### src/wdt_pkg.sv
`default_nettype none
package wdt_pkg;
    // register byte offsets on the apb bus
    localparam logic [7:0] CTRL_OFS      = 8'h00;
    localparam logic [7:0] CNT_OFS       = 8'h04;
    localparam logic [7:0] IRQ_STAT_OFS  = 8'h08;
    localparam logic [7:0] IRQ_CLR_OFS   = 8'h0c;
    localparam logic [7:0] IRQ_EN_OFS    = 8'h10;

    // control register field positions
    localparam int TURN_ON_LSB   = 6;
    localparam int RESET_EN_LSB  = 4;
    localparam int SRC_FLAG_BIT  = 3;
    localparam int RSVD_BIT      = 2;
    localparam int CLK_SEL_LSB   = 0;

    // reset values and the one code that means off
    localparam logic [1:0] TURN_ON_RST   = 2'h1;
    localparam logic [1:0] RESET_EN_RST  = 2'h1;
    localparam logic [1:0] CLK_SEL_RST   = 2'h0;
    localparam logic [1:0] FIELD_OFF     = 2'h1;
    localparam logic [7:0] CNT_RST       = 8'hff;
    localparam logic [7:0] CNT_ZERO      = 8'h00;
    localparam int         IRQ_BITS      = 1;
    localparam logic [IRQ_BITS-1:0] IRQ_EN_RST = 1'h0;

    // timing
    localparam int SYS_CLK_PERIOD_NS = 10;
    localparam int SLOW_DIV          = 12;
    localparam int CHIP_RESET_NS     = 100;
    localparam int CHIP_RESET_CYCLES =
        (CHIP_RESET_NS + SYS_CLK_PERIOD_NS - 1) / SYS_CLK_PERIOD_NS;

    typedef enum logic [0:0] {
        WD_IDLE = 1'b0,
        WD_FIRE = 1'b1
    } fire_state_t;
endpackage
`default_nettype wire
### src/sticky_flags.sv
`timescale 1ns/1ps
`default_nettype none
module sticky_flags #(
    parameter int N = 1
) (
    input  wire logic         clk,
    input  wire logic         rst_b,
    input  wire logic [N-1:0] set,
    input  wire logic [N-1:0] clr,
    input  wire logic [N-1:0] enable,
    output logic      [N-1:0] status,
    output logic              irq
);
    logic [N-1:0] next_status;

    // set beats clear so an event in the clearing cycle survives
    assign next_status = (status & ~clr) | set;

    always_ff @(posedge clk or negedge rst_b) begin
        if (!rst_b) begin
            status <= '0;
            irq    <= 1'b0;
        end else begin
            status <= next_status;
            irq    <= |(next_status & enable);
        end
    end
endmodule
`default_nettype wire

### src/tick_divider.sv
`timescale 1ns/1ps
`default_nettype none
module tick_divider #(
    parameter int unsigned DIV = 12
) (
    input  wire logic clk,
    input  wire logic rst_b,
    output logic      tick
);
    localparam int W = (DIV > 1) ? $clog2(DIV) : 1;
    localparam logic [W-1:0] LAST = W'(DIV - 1);

    logic [W-1:0] cnt;

    // free running, one-cycle enable every DIV clocks
    always_ff @(posedge clk or negedge rst_b) begin
        if (!rst_b) begin
            cnt  <= '0;
            tick <= 1'b0;
        end else if (cnt == LAST) begin
            cnt  <= '0;
            tick <= 1'b1;
        end else begin
            cnt  <= cnt + 1'b1;
            tick <= 1'b0;
        end
    end
endmodule
`default_nettype wire

### src/watchdog_interval_timer.sv
// Contract
// - with reset generation off, underflow raises only the interrupt, no reset
// - in either slow power mode only the sysclk/12 tick counts
// - turn-on code 01 freezes counting; the counter holds its value
// - turn-on code 10 runs the 8-bit counter downward
// - turn-on codes 00 and 11 run the counter exactly like 10
// - reset-enable code 01 means underflow never requests a chip reset
// - reset-enable code 10 makes underflow request a chip reset
// - reset-enable codes 00 and 11 request a chip reset like 10
// - control bit 3 is read-only: 0 after pin reset, 1 after watchdog reset
// - control bits 1:0 pick the counting clock; bit 2 reads zero
// - counter is 8 bits, read/write, resets to ff, hardware updates it
// - underflow comes after counter value plus one selected-clock periods
// - every underflow sets the interrupt flag; servicing clears it
// - the clock select picks one of four counting sources
//
// Local design decisions: the APB interface to the registers and the register offsets.
`timescale 1ns/1ps
`default_nettype none
module watchdog_interval_timer
    import wdt_pkg::*;
#(
    parameter int unsigned DIV_SRC0        = 12,
    parameter int unsigned DIV_SRC1        = 48,
    parameter int unsigned DIV_SRC2        = 192,
    parameter int unsigned DIV_SRC3        = 768,
    parameter int unsigned CHIP_RESET_LEN  = CHIP_RESET_CYCLES
) (
    input  wire logic        clk,
    input  wire logic        rst_b,
    input  wire logic        pin_rst_b,
    input  wire logic        psel,
    input  wire logic        penable,
    input  wire logic        pwrite,
    input  wire logic [7:0]  paddr,
    input  wire logic [31:0] pwdata,
    output logic      [31:0] prdata,
    output logic             pready,
    output logic             pslverr,
    input  wire logic        all_slow_power_mode,
    input  wire logic        peripheral_slow_power_mode,
    input  wire logic        irq_ack,
    output logic             irq,
    output logic             chip_reset_req
);
    localparam int unsigned DIVS [4] = '{DIV_SRC0, DIV_SRC1, DIV_SRC2,
                                         DIV_SRC3};
    localparam int FW = (CHIP_RESET_LEN > 1) ? $clog2(CHIP_RESET_LEN) : 1;
    localparam logic [FW-1:0] FIRE_LAST = FW'(CHIP_RESET_LEN - 1);

    // a two-bit field counts as on unless it holds exactly the off code
    function automatic logic field_active(input logic [1:0] code);
        field_active = (code != FIELD_OFF);
    endfunction

    logic [1:0]          turn_on_field;
    logic [1:0]          reset_enable_field;
    logic [1:0]          count_clock_select;
    logic                reset_source_flag;
    logic [7:0]          watchdog_counter;
    logic [IRQ_BITS-1:0] irq_enable;
    logic [IRQ_BITS-1:0] underflow_irq_flag;
    fire_state_t         fire_state;
    fire_state_t         next_fire_state;
    logic [FW-1:0]       fire_cnt;
    logic [3:0]          src_tick;
    logic                slow_tick;

    // apb decode
    wire setup_phase  = psel && !penable;
    wire access_phase = psel && penable;
    wire wr_access    = access_phase && pwrite;
    wire hit_ctrl     = (paddr == CTRL_OFS);
    wire hit_cnt      = (paddr == CNT_OFS);
    wire hit_stat     = (paddr == IRQ_STAT_OFS);
    wire hit_clr      = (paddr == IRQ_CLR_OFS);
    wire hit_en       = (paddr == IRQ_EN_OFS);
    wire mapped       = hit_ctrl || hit_cnt || hit_stat || hit_clr || hit_en;
    wire ctrl_wr      = wr_access && hit_ctrl;
    wire cnt_wr       = wr_access && hit_cnt;
    wire clr_wr       = wr_access && hit_clr;
    wire en_wr        = wr_access && hit_en;

    // zero wait states; unmapped offsets answer with an error
    assign pready  = 1'b1;
    assign pslverr = access_phase && !mapped;

    // four counting sources, each a divided system clock
    genvar g;
    generate
        for (g = 0; g < 4; g++) begin : gen_src
            tick_divider #(
                .DIV (DIVS[g])
            ) u_div (
                .clk   (clk),
                .rst_b (rst_b),
                .tick  (src_tick[g])
            );
        end
    endgenerate

    // dedicated divide-by-twelve used in slow modes
    tick_divider #(
        .DIV (SLOW_DIV)
    ) u_slow_div (
        .clk   (clk),
        .rst_b (rst_b),
        .tick  (slow_tick)
    );

    // source choice; slow modes override whatever software selected
    wire slow_mode  = all_slow_power_mode || peripheral_slow_power_mode;
    wire sel_tick   = src_tick[count_clock_select];
    wire count_tick = slow_mode ? slow_tick : sel_tick;

    // counter control
    wire running    = field_active(turn_on_field);
    wire reset_gen  = field_active(reset_enable_field);
    wire step       = count_tick && running;
    // a same-cycle reload wins, so a last-moment kick still saves the chip
    wire underflow  = step && (watchdog_counter == CNT_ZERO) && !cnt_wr;
    wire fire       = underflow && reset_gen && (fire_state == WD_IDLE);

    // decrement wraps 00 to ff, so the next interval starts at ff
    wire [7:0] next_counter = cnt_wr ? pwdata[7:0] :
                              step   ? watchdog_counter - 8'h01 :
                                       watchdog_counter;

    always_ff @(posedge clk or negedge rst_b) begin
        if (!rst_b) begin
            watchdog_counter <= CNT_RST;
        end else begin
            watchdog_counter <= next_counter;
        end
    end

    // control register and interrupt enable, written in the access phase
    always_ff @(posedge clk or negedge rst_b) begin
        if (!rst_b) begin
            turn_on_field      <= TURN_ON_RST;
            reset_enable_field <= RESET_EN_RST;
            count_clock_select <= CLK_SEL_RST;
            irq_enable         <= IRQ_EN_RST;
        end else begin
            if (ctrl_wr) begin
                turn_on_field      <= pwdata[TURN_ON_LSB +: 2];
                reset_enable_field <= pwdata[RESET_EN_LSB +: 2];
                count_clock_select <= pwdata[CLK_SEL_LSB +: 2];
            end
            if (en_wr) begin
                irq_enable <= pwdata[IRQ_BITS-1:0];
            end
        end
    end

    // reset source flag lives on the pin reset so the chip reset that a
    // watchdog underflow causes does not wipe it
    always_ff @(posedge clk or negedge pin_rst_b) begin
        if (!pin_rst_b) begin
            reset_source_flag <= 1'b0;
        end else if (fire) begin
            reset_source_flag <= 1'b1;
        end
    end

    // chip reset request: fixed-length pulse, then back to idle
    always_comb begin
        next_fire_state = fire_state;
        case (fire_state)
            WD_IDLE: begin
                if (fire) begin
                    next_fire_state = WD_FIRE;
                end
            end
            WD_FIRE: begin
                if (fire_cnt == FIRE_LAST) begin
                    next_fire_state = WD_IDLE;
                end
            end
            default: begin
                next_fire_state = WD_IDLE;
            end
        endcase
    end

    always_ff @(posedge clk or negedge rst_b) begin
        if (!rst_b) begin
            fire_state     <= WD_IDLE;
            fire_cnt       <= '0;
            chip_reset_req <= 1'b0;
        end else begin
            fire_state     <= next_fire_state;
            fire_cnt       <= (fire_state == WD_FIRE) ? fire_cnt + 1'b1 : '0;
            chip_reset_req <= (next_fire_state == WD_FIRE);
        end
    end

    // sticky underflow flag; servicing or a software clear drops it
    wire [IRQ_BITS-1:0] irq_set = underflow;
    wire [IRQ_BITS-1:0] irq_clr = (clr_wr ? pwdata[IRQ_BITS-1:0] : '0) |
                                  {IRQ_BITS{irq_ack}};

    sticky_flags #(
        .N (IRQ_BITS)
    ) u_flags (
        .clk    (clk),
        .rst_b  (rst_b),
        .set    (irq_set),
        .clr    (irq_clr),
        .enable (irq_enable),
        .status (underflow_irq_flag),
        .irq    (irq)
    );

    // read mux; the clear register reads as zero
    wire [7:0]  ctrl_word = {turn_on_field, reset_enable_field,
                             reset_source_flag, 1'b0,
                             count_clock_select};
    wire [31:0] rd_word   = hit_ctrl ? {24'h0, ctrl_word} :
                            hit_cnt  ? {24'h0, watchdog_counter} :
                            hit_stat ? {{(32-IRQ_BITS){1'b0}},
                                        underflow_irq_flag} :
                            hit_en   ? {{(32-IRQ_BITS){1'b0}}, irq_enable} :
                                       32'h0;

    // snapshot in the setup cycle so data is a flop in the access phase
    always_ff @(posedge clk or negedge rst_b) begin
        if (!rst_b) begin
            prdata <= 32'h0;
        end else if (setup_phase && !pwrite) begin
            prdata <= rd_word;
        end
    end

    // checks next to the logic they guard
    property p_irq_on_underflow;
        @(posedge clk) disable iff (!rst_b)
        underflow |=> underflow_irq_flag[0];
    endproperty
    a_irq_on_underflow: assert property (p_irq_on_underflow)
        else $error("underflow did not set the interrupt flag");

    property p_reset_on_underflow;
        @(posedge clk) disable iff (!rst_b)
        (underflow && reset_gen && fire_state == WD_IDLE) |=> chip_reset_req;
    endproperty
    a_reset_on_underflow: assert property (p_reset_on_underflow)
        else $error("enabled underflow gave no chip reset request");

    property p_no_reset_when_off;
        @(posedge clk) disable iff (!rst_b)
        (!reset_gen && !chip_reset_req) |=> !chip_reset_req;
    endproperty
    a_no_reset_when_off: assert property (p_no_reset_when_off)
        else $error("chip reset requested with reset generation off");

    property p_pulse_len;
        @(posedge clk) disable iff (!rst_b)
        $rose(chip_reset_req) |-> chip_reset_req [*2] ##[0:300]
            !chip_reset_req;
    endproperty
    a_pulse_len: assert property (p_pulse_len)
        else $error("chip reset pulse wrong length");

    property p_hold_when_off;
        @(posedge clk) disable iff (!rst_b)
        (turn_on_field == FIELD_OFF && !cnt_wr) |=>
            (watchdog_counter == $past(watchdog_counter));
    endproperty
    a_hold_when_off: assert property (p_hold_when_off)
        else $error("counter moved while turned off");

    property p_decrement;
        @(posedge clk) disable iff (!rst_b)
        (step && !cnt_wr) |=>
            (watchdog_counter == $past(watchdog_counter) - 8'h01);
    endproperty
    a_decrement: assert property (p_decrement)
        else $error("running counter did not step down by one");

    property p_slow_source;
        @(posedge clk) disable iff (!rst_b)
        (slow_mode && !slow_tick && !cnt_wr) |=> $stable(watchdog_counter);
    endproperty
    a_slow_source: assert property (p_slow_source)
        else $error("slow mode counted on a source other than div twelve");

    property p_source_flag;
        @(posedge clk) disable iff (!rst_b || !pin_rst_b)
        fire |=> reset_source_flag;
    endproperty
    a_source_flag: assert property (p_source_flag)
        else $error("watchdog reset did not mark the reset source");

    property p_reload;
        @(posedge clk) disable iff (!rst_b)
        cnt_wr |=> (watchdog_counter == $past(pwdata[7:0]));
    endproperty
    a_reload: assert property (p_reload)
        else $error("counter write was not loaded");

    property p_ctrl_read;
        @(posedge clk) disable iff (!rst_b)
        (setup_phase && !pwrite && hit_ctrl) |=>
            (prdata[RSVD_BIT] == 1'b0 &&
             prdata[1:0] == $past(count_clock_select));
    endproperty
    a_ctrl_read: assert property (p_ctrl_read)
        else $error("control read shows wrong select or reserved bit");

    // interval timer mode must still reach the interrupt line
    property p_irq_level;
        @(posedge clk) disable iff (!rst_b)
        (underflow && irq_enable[0]) |=> irq;
    endproperty
    a_irq_level: assert property (p_irq_level)
        else $error("enabled underflow did not raise the interrupt");

    property p_ack_clear;
        @(posedge clk) disable iff (!rst_b)
        (irq_ack && !underflow) |=> !underflow_irq_flag[0];
    endproperty
    a_ack_clear: assert property (p_ack_clear)
        else $error("servicing did not clear the interrupt flag");

    // only the chosen source may move the counter outside slow modes
    property p_select_source;
        @(posedge clk) disable iff (!rst_b)
        (!slow_mode && !src_tick[count_clock_select] && !cnt_wr) |=>
            $stable(watchdog_counter);
    endproperty
    a_select_source: assert property (p_select_source)
        else $error("counter moved without a tick of the chosen source");

    property p_flag_read_only;
        @(posedge clk) disable iff (!rst_b || !pin_rst_b)
        (ctrl_wr && !fire) |=> $stable(reset_source_flag);
    endproperty
    a_flag_read_only: assert property (p_flag_read_only)
        else $error("software write changed the reset source flag");

    // the next interval after an underflow starts from the top
    property p_wrap;
        @(posedge clk) disable iff (!rst_b)
        underflow |=> (watchdog_counter == ~CNT_ZERO);
    endproperty
    a_wrap: assert property (p_wrap)
        else $error("counter did not wrap to ff at underflow");
endmodule
`default_nettype wire

### config.mk
export PLATFORM = sky130hd
export DESIGN_NAME = watchdog_interval_timer
export DESIGN_NICKNAME = d
export VERILOG_FILES = /design/src/wdt_pkg.sv /design/src/sticky_flags.sv /design/src/tick_divider.sv /design/src/watchdog_interval_timer.sv
export SDC_FILE = /design/constraint.sdc
export NUM_CORES = 1
export LEC_CHECK = 0
export BUFFER_PORTS_ARGS = -buffer_cell sky130_fd_sc_hd__clkbuf_2
export CAP_MARGIN = 15
export CORE_MARGIN = 2
export CORE_UTILIZATION = 45
export CTS_CLUSTER_SIZE = 24
export DETAILED_ROUTE_END_ITERATION = 12
export PLACE_DENSITY = 0.72
export RECOVER_POWER = 100
export SLEW_MARGIN = 5
export SYNTH_ARGS = -nofsm -noshare
export SYNTH_HDL_FRONTEND = slang
export SYNTH_HIERARCHICAL = 1
export SYNTH_SLANG_ARGS = --single-unit
### constraint.sdc
create_clock -name clk -period 1.8 [get_ports clk]
set_input_delay 0.09 -clock clk [delete_from_list [all_inputs] [get_ports clk]]
set_output_delay 0.09 -clock clk [all_outputs]
set_load 0.01 [all_outputs]
# Word level (Yosys, flattened, before mapping)
# Index checks and enable logic that the tools add are counted.
classes:
  n_addsub: 7
  magnitude_cmp: 1
  eq_ne: 12
  muxes: 24
  n_bitwise: 6
  n_reduce_logical: 26
ops:
  columns: ["cell", "count"]
  rows:
  - ["8-bit 2-to-1 mux", 5]
  - ["8-bit by 4-bit == test with 1-bit output, second input constant", 2]
  - ["8-bit logical NOT", 2]
  - ["1-bit logical AND", 14]
  - ["4-bit by 1-bit adder with 4-bit output, second input constant", 3]
  - ["4-bit == test, second input constant", 3]
  - ["1-bit 2-to-1 mux", 12]
  - ["4-bit 2-to-1 mux", 3]
  - ["10-bit by 1-bit adder with 10-bit output, second input constant", 1]
  - ["10-bit == test, second input constant", 1]
  - ["10-bit 2-to-1 mux", 1]
  - ["8-bit by 1-bit adder with 8-bit output, second input constant", 1]
  - ["8-bit by 3-bit == test with 1-bit output, second input constant", 1]
  - ["8-bit by 5-bit == test with 1-bit output, second input constant", 1]
  - ["8-bit == test, second input constant", 1]
  - ["8-bit by 1-bit subtractor with 8-bit output, second input constant", 1]
  - ["6-bit by 1-bit adder with 6-bit output, second input constant", 1]
  - ["6-bit == test, second input constant", 1]
  - ["6-bit 2-to-1 mux", 1]
  - ["1-bit logical OR", 5]
  - ["1-bit logical NOT", 4]
  - ["2-bit by 1-bit inequality test with 1-bit output, second input constant", 2]
  - ["2-bit by 3-bit less-than comparator with 1-bit output, second input constant", 1]
  - ["1-bit AND", 2]
  - ["other kinds (5)", 7]
totals:
  reg_bits: 92
  wordCells: 97

# Depth between registers and ports, before layout
# Gate-level depths: netlist of the first run.
logic_depth:
  word_depth: 10
  depth_mapped: 7
  depth_no_buf: 5

# By module
# Netlist of the first run, hierarchy kept.
by_module_without_submodules:
  columns: ["module", "n_inst", "cells_per_inst", "area_each_um2", "seq_area_each_um2"]
  rows:
  - ["watchdog_interval_timer", 1, 180, 1793.0, 738.2]
  - ["tick_divider at gen_src[3].u_div", 1, 48, 504.2, 275.3]
  - ["tick_divider at gen_src[2].u_div", 1, 33, 377.9, 225.2]
  - ["tick_divider at gen_src[1].u_div", 1, 23, 284.0, 175.2]
  - ["tick_divider at u_slow_div", 1, 15, 205.2, 125.1]
  - ["tick_divider at gen_src[0].u_div", 1, 15, 198.9, 125.1]
  - ["sticky_flags", 1, 5, 77.6, 50.0]

# Worst setup path before layout of the first run
# Ideal clock, no wire load.
synth_timing:
  path_kind: "reg-to-reg"
  from: "register count_clock_select[0]"
  to: "register u_flags.status"
  setup_time_ns: 0.124
  arrival_time_ns: 1.587
  t_required_ns: 1.676
  setup_slack_ns: 0.088
  stages_incl_launch_ff: 6
  path_buffers: 1
  cell_sequence: "dfrtp_1 mux4_2 o221a_2 buf_6 and3b_1 or2_1"
synth_between:
  elab_chain_cells: 7
synth_rtl:
  columns: ["element", "line", "text"]
  rows:
  - ["start, declared", "watchdog_interval_timer.sv:58", "logic [1:0] count_clock_select;"]
  - ["start signal, assigned", "watchdog_interval_timer.sv:148", "count_clock_select <= pwdata[CLK_SEL_LSB +: 2];"]
  - ["1-bit binary-select mux with 2-bit select", "watchdog_interval_timer.sv:113", "wire sel_tick = src_tick[count_clock_select];"]
  - ["1-bit 2-to-1 mux (implied by the code)", "watchdog_interval_timer.sv:113", null]
  - ["1-bit 2-to-1 mux", "watchdog_interval_timer.sv:114", "wire count_tick = slow_mode ? slow_tick : sel_tick;"]
  - ["1-bit logical AND", "watchdog_interval_timer.sv:119", "wire step = count_tick && running;"]
  - ["1-bit logical AND (2 in a row)", "watchdog_interval_timer.sv:121", "wire underflow = step && (watchdog_counter == CNT_ZERO) && !cnt_wr;"]
  - ["named net irq_set", "watchdog_interval_timer.sv:199", "wire [IRQ_BITS-1:0] irq_set = underflow;"]
  - ["1-bit OR", "sticky_flags.sv:17", "assign next_status = (status & ~clr) | set;"]
  - ["named net u_flags.next_status", "sticky_flags.sv:14", "logic [N-1:0] next_status;"]
  - ["end signal, assigned", "sticky_flags.sv:24", "status <= next_status;"]
  - ["end, declared", "sticky_flags.sv:11", "output logic [N-1:0] status,"]
# The timed path passes the listed nets, and every way through them passes these cells. The select of a mux whose other input is x is not followed.
# A chain may end at the register's enable or synchronous reset.

# Worst setup path after layout of the first run
# Ends and elaborated chain as after synthesis.

==> results of run 1 <==
[sequential cells by signal (all words and copies together), names as in the netlist]
signal,count
irq_enable,1
reset_enable_field,2
u_flags/status,1
gen_src.u_div/tick,4
watchdog_counter,8
reset_source_flag,1
u_flags/irq,1
count_clock_select,2
gen_src.u_div/cnt,28
u_slow_div/tick,1
fire_state,1
fire_cnt,4
u_slow_div/cnt,4
turn_on_field,2
prdata,8
[critical path, cell delays in order (launching register included)]
cell and delay [ps]:
dfrtp_1 390, mux4_2 570, o221a_4 290, and3b_1 190, or2_1 210
[cells in the final DEF, fill, tap and decap left out, types with 4 or more instances in the layout]
| master | synthesis | layout |
|---|---|---|
| xnor2_1 | 9 | 9 |
| xor2_1 | 9 | 9 |
| nand4_1 | 5 | 5 |
| nand3_1 | 18 | 19 |
| mux2_2 | 8 | 8 |
| buf_4 | 26 | 8 |
| dfrtp_1 | 58 | 58 |
| a22oi_1 | 6 | 6 |
| nand2_1 | 21 | 21 |
| ha_1 | 9 | 9 |
| clkbuf_8 | 0 | 11 |
| dfstp_2 | 10 | 10 |
| o21ai_0 | 15 | 16 |
| a21oi_1 | 10 | 10 |
| conb_1 | 2 | 25 |
| nor2b_1 | 6 | 6 |
| clkbuf_1 | 1 | 18 |
| dlygate4sd3_1 | 0 | 8 |
| inv_1 | 12 | 12 |
| nor2_1 | 19 | 20 |
| nand2b_1 | 6 | 6 |
| clkbuf_2 | 1 | 22 |
| or4_1 | 4 | 4 |
[what timing repair did]
action,4_1_cts,5_1_grt
endpoints found under the hold margin,65,0
pin swaps,0,4
hold buffers,8,0
setup endpoints to repair,3,3
resized for setup,2,1
gates cloned,0,1
[worst max-delay path by stage]
| stage | cells past startpoint | to | from | slack [ps] |
|---|---|---|---|---|
| 3_5_place_dp | 4 | u_flags/status$_DFF_PN0_ | count_clock_select[0]$_DFFE_PN0P_ | -40 |
| 6_report | 4 | u_flags/status$_DFF_PN0_ | count_clock_select[0]$_DFFE_PN0P_ | 50 |
| 4_1_cts | 4 | u_flags/status$_DFF_PN0_ | count_clock_select[0]$_DFFE_PN0P_ | 10 |
| 3_3_place_gp | 6 | u_flags/status$_DFF_PN0_ | paddr[0] | -10 |
| 5_1_grt | 5 | watchdog_counter[5]$_DFFE_PN1P_ | count_clock_select[0]$_DFFE_PN0P_ | -30 |
| 2_1_floorplan | 5 | u_flags/status$_DFF_PN0_ | count_clock_select[0]$_DFFE_PN0P_ | 90 |
[kinds of logic (layout without fill, tap and decap cells)]
family / count (synthesis) / after routing / synth area share
adder cells (fa/ha/maj): 9 / 9 / 0.0327
other: 2 / 25 / 0.00218
buffers and inverters: 44 / 83 / 0.0818
multiplexers: 11 / 11 / 0.0400
AND/OR/NAND/NOR: 119 / 119 / 0.213
AO/OA/AOI/OAI: 48 / 49 / 0.0862
XOR/XNOR: 18 / 18 / 0.0458
flip-flops: 68 / 68 / 0.498
[power breakdown]
| group | leakage, µW | internal [µW] | switching [µW] |
|---|---|---|---|
| Clock | 0.000101 | 716 | 536 |
| Sequential | 0.000859 | 1740 | 150 |
| Combinational | 0.000768 | 271 | 318 |
| Total | 0.00173 | 2730 | 1000 |
[per-layer routing]
metal / vias to the layer above / share of wire / track usage
met5: - / 0 / 0
met4: 0 / 0.015 / 0.0619
met3: 9 / 0.048 / 0.0349
met2: 69 / 0.49 / 0.257
met1: 1173 / 0.44 / 0.191
li1: 1185 / - / -
[layout make-up]
| cell class | instances | share of cell area |
|---|---|---|
| sequential | 68 | 0.436 |
| timing repair buffer | 55 | 0.0818 |
| tap | 99 | 0.0315 |
| clock buffer | 14 | 0.0414 |
| multi-input combinational | 231 | 0.389 |
| inverter | 12 | 0.0115 |
| clock inverter | 2 | 0.00891 |
[through the flow]
step,area (µm²),utilization
after floorplan,3530,-
after global placement,3690,0.504
after detailed placement,3690,0.504
after CTS,3980,0.543
after global routing,3930,0.536
final,3930,0.536
==> impl_results.md, run 1 <==
* Starting DRT DRC Count at 112
* Clock latency of the later-clocked register in the worst-skew pair at 340 ps
* Count of clock tree sinks at 68
* Number of rows in the core area at 31
* Count of placed standard cells in the final layout, fillers left out at 481
* #FFs+latches synth at 68
* Reg2reg end: u_flags/status$_DFF_PN0_
* Post-synthesis instance total at 319
* Worst Setup Slack, final at 52.6 ps
* Total power draw at 3730 µW
* Detailed-router iteration count before antenna repair at 4
* Via count of the routed design at 2436
* Number of cells on the worst hold path at 2
* Wire per inst at 12.9 µm
* Worst ir drop on vdd at 0.468 mV
* Synth async-reset ratio at 1.00
* Root Buffer Master: clkbuf_8
* Wire length of the first global-routing pass at 10300 µm
* Unique cell type count in the Yosys netlist at 60
* Leakage power total at 0.00173 µW
* Area of the core region at 7330 µm²
* Detailed-placement wirelength estimate at 4380 µm
* Remaining routing DRC violations at 0
* Count of filler cells inserted in the layout at 674
* Synth area leaders: dfrtp_1 42%, dfstp_2 7.6%, buf_4 5.7%
* Worst Tran Pin Value at 892 ps
* CTS Buffer Depth at 2
* Post-synthesis to final-layout area growth at 14.3%
* Setup repair after global routing missed its margin: true
* Endpoint, Worst Hold: watchdog_counter[1]$_DFFE_PN1P_
* Fraction of final layout cells sized beyond drive strength 1 at 0.207
* Element type at the critical path start: register
* Placer congestion estimate at 0.813
* Cell with the most instances after synthesis: dfrtp_1
* Total Routing Usage GR at 0.154
* Number of maximum-capacitance violations at 0
* Period minus WS final at 1750 ps
* Run status: completed
* Vertical die dimension at 91.4 µm
* Crit Path Class: reg -> reg
* Portion of synthesized cell area occupied by the leading cell type at 0.422
* Initial cell density of the core at 0.469
* Pwr per Cell Area at 949 nW/µm²
* Final #Nets at 435
* Data arrival at the endpoint of the critical path at 1970 ps
* Max-slew violations at 0
* Number of cells on the worst reg-to-reg path at 4
* Post-synth EDFFs at 0
* Critical register-to-register path startpoint: count_clock_select[0]$_DFFE_PN0P_
* Setup slack of the most critical reg-to-reg path at 50 ps
* Final worst hold slack at 22.1 ps
* Via count of the first global-routing pass at 2272
* Clock skew after layout at 8.10 ps
* Sequential cell area fraction in the yosys report at 0.498
* Die width at 91.4 µm
* Final total negative setup slack at 0 ps
* Setup Viol. Count Final at 0
* Via-per-instance ratio at 5.06
* Yosys top cell by area: dfrtp_1
* Count of antenna-violating nets left after detailed routing at 0
* Max-slew headroom at 0.405
* Worst setup slack after placement at -37.2 ps
* Buffers inserted by post-CTS timing repair at 0
* Yosys warns at 6
* Mapped Avg Cell Area at 10.8 µm²
* Number of top-level design ports at 85
* Path category of the worst min-delay check: in -> reg
* Number of buffers created by CTS at 9
* Synth Cell Area at 3440 µm²
* CTS tree: yes
* Pin count of the biggest net entering global routing at 68
* # port buffers at 35
* Fmax achieved at 572 MHz
* Die area at 8360 µm²
* Top post-synthesis cells by count: 58 x dfrtp_1, 26 x buf_4, 21 x nand2_1
* Startpoint of the most critical hold path: pwdata[1]
* Ratio of final minimum period to clock period at 0.971
* Instance count after placement with tap cells included at 456
* Worst Path Required at 2020 ps
* Most used flip-flop cell after synthesis: dfrtp_1
* Total routed wirelength at 6210 µm
* Endpoint kind of the worst setup timing path: register
* Storage cell area at 1710 µm²
* Residual overflow from global routing at 0
* Number of H-tree branching levels at 3
* Final Hold Viols at 0
* Critical path peak fanout at 5
* Area used by multi-input combinational logic at 1530 µm²
* Number of antenna cells inserted at 0
* Clk pin slew, worst setup/hold paths at 70 ps
* Number of antenna violations at the first check in global routing at 0
Note: power is estimated with default switching activity, not from simulation.
==> inputs of run 2 (changes only) <==
- SYNTH_HIERARCHICAL: 1 -> default
==> impl_results.md, run 2 <==
* Residual overflow from global routing at 0 (unchanged)
* Post-synthesis instance total at 311 (was 319)
* Setup slack of the most critical reg-to-reg path at 6 ps (was 50 ps)
* Data arrival at the endpoint of the critical path at 2060 ps (was 1970 ps)
* Post-synth EDFFs at 0 (unchanged)
* CTS Buffer Depth at 2 (unchanged)
* Critical path peak fanout at 3 (was 5)
* Placer congestion estimate at 0.831 (was 0.813)
* Crit Path Class: reg -> reg (unchanged)
* Setup Viol. Count Final at 0 (unchanged)
* Critical Path Most Common Cell: or4_4
* Number of buffers created by CTS at 9 (unchanged)
* Initial cell density of the core at 0.462 (was 0.469)
* Worst Path Required at 2070 ps (was 2020 ps)
* Number of antenna cells inserted at 0 (unchanged)
* Wire per inst at 12.0 µm (was 12.9 µm)
* Number of flip-flops in the largest register at 28 (unchanged)
* Via count of the routed design at 2291 (was 2436)
* Proportion of power drawn by combinational gates at 0.143 (was 0.158)
* Ratio of final minimum period to clock period at 0.997 (was 0.971)
* Yosys warns at 0 (was 6)
* Die width at 89.8 µm (was 91.4 µm)
* Via-per-instance ratio at 4.82 (was 5.06)
* Delay contributed by the slowest stage of the critical path at 540 ps (was 570 ps)
* Path category of the worst min-delay check: in -> reg (unchanged)
* Count of antenna-violating nets left after detailed routing at 0 (unchanged)
* Count of filler cells inserted in the layout at 634 (was 674)
* Total Routing Usage GR at 0.155 (was 0.154)
* Pwr per Cell Area at 1000 nW/µm² (was 949 nW/µm²)
* Crit-path cells: or4_4, or4_4, nor3_4, xnor2_1, a21oi_1 (was mux4_2, o221a_4, and3b_1, or2_1)
* Number of top-level design ports at 85 (unchanged)
* Wire length of the first global-routing pass at 10100 µm (was 10300 µm)
* Post-synthesis to final-layout area growth at 17.8% (was 14.3%)
* Root Buffer Master: clkbuf_8 (unchanged)
* Fin area at 3900 µm² (was 3930 µm²)
* Via count of the first global-routing pass at 2275 (was 2272)
* Element type at the critical path start: register (unchanged)
* Detailed-placement wirelength estimate at 4180 µm (was 4380 µm)
* Worst Tran Pin Value at 1430 ps (was 892 ps)
* Setup repair after global routing missed its margin: true (unchanged)
* Number of maximum-capacitance violations at 0 (unchanged)
* Pin count of the biggest net entering global routing at 26 (was 68)
* Remaining routing DRC violations at 0 (unchanged)
* Number of H-tree branching levels at 3 (unchanged)
* Sw Ratio at 0.253 (was 0.269)
* CTS tree: yes (unchanged)
* Clk pin slew, worst setup/hold paths at 70 ps (about the same)
* Max-slew violations at 0 (unchanged)
* #FFs+latches synth at 68 (unchanged)
* Total routed wirelength at 5690 µm (was 6210 µm)
* Part of the total power dissipated in sequential elements at 0.480 (was 0.507)
* Unique cell type count in the Yosys netlist at 44 (was 60)
* Detailed-router iteration count before antenna repair at 4 (unchanged)
* Run status: completed (unchanged)
* Yosys top cell by area: dfrtp_1 (unchanged)
* Fmax achieved at 557 MHz (was 572 MHz)
* Final total negative setup slack at 0 ps (unchanged)
* Mapped Avg Cell Area at 10.6 µm² (was 10.8 µm²)
* Portion of synthesized cell area occupied by the leading cell type at 0.438 (was 0.422)
* Reported net switching power at 992 µW (was 1000 µW)
* Clock skew after layout at 6.44 ps (was 8.10 ps)
* Top post-synthesis cells by count: 58 x dfrtp_1, 32 x nor2_1, 27 x nand2_1 (was 58 x dfrtp_1, 26 x buf_4, 21 x nand2_1)
* Count of placed standard cells in the final layout, fillers left out at 475 (was 481)
* Number of antenna violations at the first check in global routing at 0 (unchanged)
* Final Hold Viols at 0 (unchanged)
* Worst ir drop on vdd at 0.645 mV (was 0.468 mV)
* Final #Nets at 429 (was 435)
* Relative contribution of the clock network to total power at 0.377 (was 0.335)
* Number of rows in the core area at 31 (unchanged)
* Area of the core region at 7180 µm² (was 7330 µm²)
* Placed standard-cell area at 3600 µm² (was 3690 µm²)
* Largest register by flop count: gen_src.u_div.cnt (was gen_src.u_div/cnt)
* Die area at 8060 µm² (was 8360 µm²)
* Period minus WS final at 1790 ps (was 1750 ps)
* Synth Cell Area at 3310 µm² (was 3440 µm²)
* Instance count after placement with tap cells included at 450 (was 456)
* Leakage power total at 0.00183 µW (was 0.00173 µW)
* Vertical die dimension at 89.8 µm (was 91.4 µm)
* Max-slew headroom at 0.0435 (was 0.405)
* # port buffers at 35 (unchanged)
* Count of clock tree sinks at 68 (unchanged)
* Endpoint kind of the worst setup timing path: register (unchanged)
* Fraction of final layout cells sized beyond drive strength 1 at 0.176 (was 0.207)
* CP max-delay cell: or4_4 (was mux4_2)
* Clock latency of the later-clocked register in the worst-skew pair at 340 ps (about the same)
* Cell with the most instances after synthesis: dfrtp_1 (unchanged)
* Registers with the highest flip-flop counts: gen_src.u_div.cnt: 28 flops, prdata: 8 flops, watchdog_counter: 8 flops (was gen_src.u_div/cnt: 28 flops, prdata: 8 flops, watchdog_counter: 8 flops)
* Synth area leaders: dfrtp_1 44%, dfstp_2 7.9%, buf_4 5.7% (was dfrtp_1 42%, dfstp_2 7.6%, buf_4 5.7%)
* Most frequent standard cell in the layout excluding fill and tap cells: dfrtp_1 (unchanged)
* Synth async-reset ratio at 1.00 (unchanged)
* Final worst hold slack at 32.7 ps (was 22.1 ps)
* Starting DRT DRC Count at 60 (was 112)
* Most used flip-flop cell after synthesis: dfrtp_1 (unchanged)
* Sequential cell area fraction in the yosys report at 0.518 (was 0.498)
* Total internal power at 2920 µW (was 2730 µW)
* Commonest non-fill, non-tap cells in the layout: 58 x dfrtp_1, 32 x nor2_1, 27 x nand2_1, 25 x conb_1, 23 x clkbuf_2 (was 58 x dfrtp_1, 25 x conb_1, 22 x clkbuf_2, 21 x nand2_1, 20 x nor2_1)
## run 2: cell types whose count changed after synthesis, sizes merged, moves of 6 or more
cell | previous run | this run
nand3 | 20 | 11
nor2 | 22 | 32
mux2i | 1 | 10
nand2 | 21 | 27
a22oi | 6 | 0
## run 2: kinds of logic (layout without fill, tap and decap cells)
logic type	Yosys count	after routing	share of synthesized area
simple gates	115	115	0.180
compound gates	36	36	0.0661
xor+xnor	24	24	0.0635
fa+ha+maj	9	9	0.0340
other cells	2	25	0.00227
buf+inv	36	78	0.0691
flops	68	68	0.518
mux	21	21	0.0676
## run 2: final cells by class
cell class,instances,area (µm²),area share
Clock buffer,9,124,0.0318
Clock inverter,7,115,0.0295
Inverter,8,30.0,0.00770
Multi-Input combinational cell,230,1460,0.373
Sequential cell,68,1710,0.439
Tap cell,99,124,0.0318
Timing Repair Buffer,54,339,0.0869
## run 2: through the flow
stage                     utilization  setup slack (ps)  power [µW]
after floorplan                     -              77.2        2260
after global placement          0.501              45.6        2430
after detailed placement        0.501              40.2        2450
after CTS                       0.547              27.3        3980
after global routing            0.544             -54.4        4130
final                           0.544              6.04        3920
## run 2: final timing paths
check                                           startpoint                                 to  cells after the start
setup / recovery           watchdog_counter[5]$_DFFE_PN1P_    watchdog_counter[7]$_DFFE_PN1P_                      5
hold / removal                                   pwdata[0]  count_clock_select[0]$_DFFE_PN0P_                      2
setup reg to reg           watchdog_counter[5]$_DFFE_PN1P_    watchdog_counter[7]$_DFFE_PN1P_                      5
hold reg to reg              reset_source_flag$_DFFE_PN0P_      reset_source_flag$_DFFE_PN0P_                      1
max in group asynchronous                            rst_b       turn_on_field[1]$_DFFE_PN0P_                      2
min in group asynchronous                        pin_rst_b      reset_source_flag$_DFFE_PN0P_                      2
## run 2: layer usage
layer / track usage / vias to the layer above / wire [µm]
met5: 0 / - / 0
met4: 0.0487 / 0 / 56
met3: 0.0595 / 6 / 294
met2: 0.262 / 52 / 2850
met1: 0.184 / 1099 / 2490
li1: - / 1134 / -
## run 2: timing repair
action	4_1_cts	5_1_grt
hold buffers	9	0
resized for setup	0	1
endpoints found under the hold margin	28	0
endpoints found under the setup margin	0	1
buffers inserted	0	0
## run 2: power by group through the flow
stage	Clock [µW]	Sequential [µW]	Combinational, µW
floorplan	0	1880	383
global placement	0	1900	534
detailed placement	0	1910	547
CTS	1520	1880	573
global route	1590	1900	646
finish	1480	1880	560
## run 2: critical path, delay by kind of cell, from the launching register on
family | cells | cell delay, ps
AND/OR/NAND/NOR | 3 | 1110
flip-flops | 1 | 380
AO/OA/AOI/OAI | 1 | 150
XOR/XNOR | 1 | 90
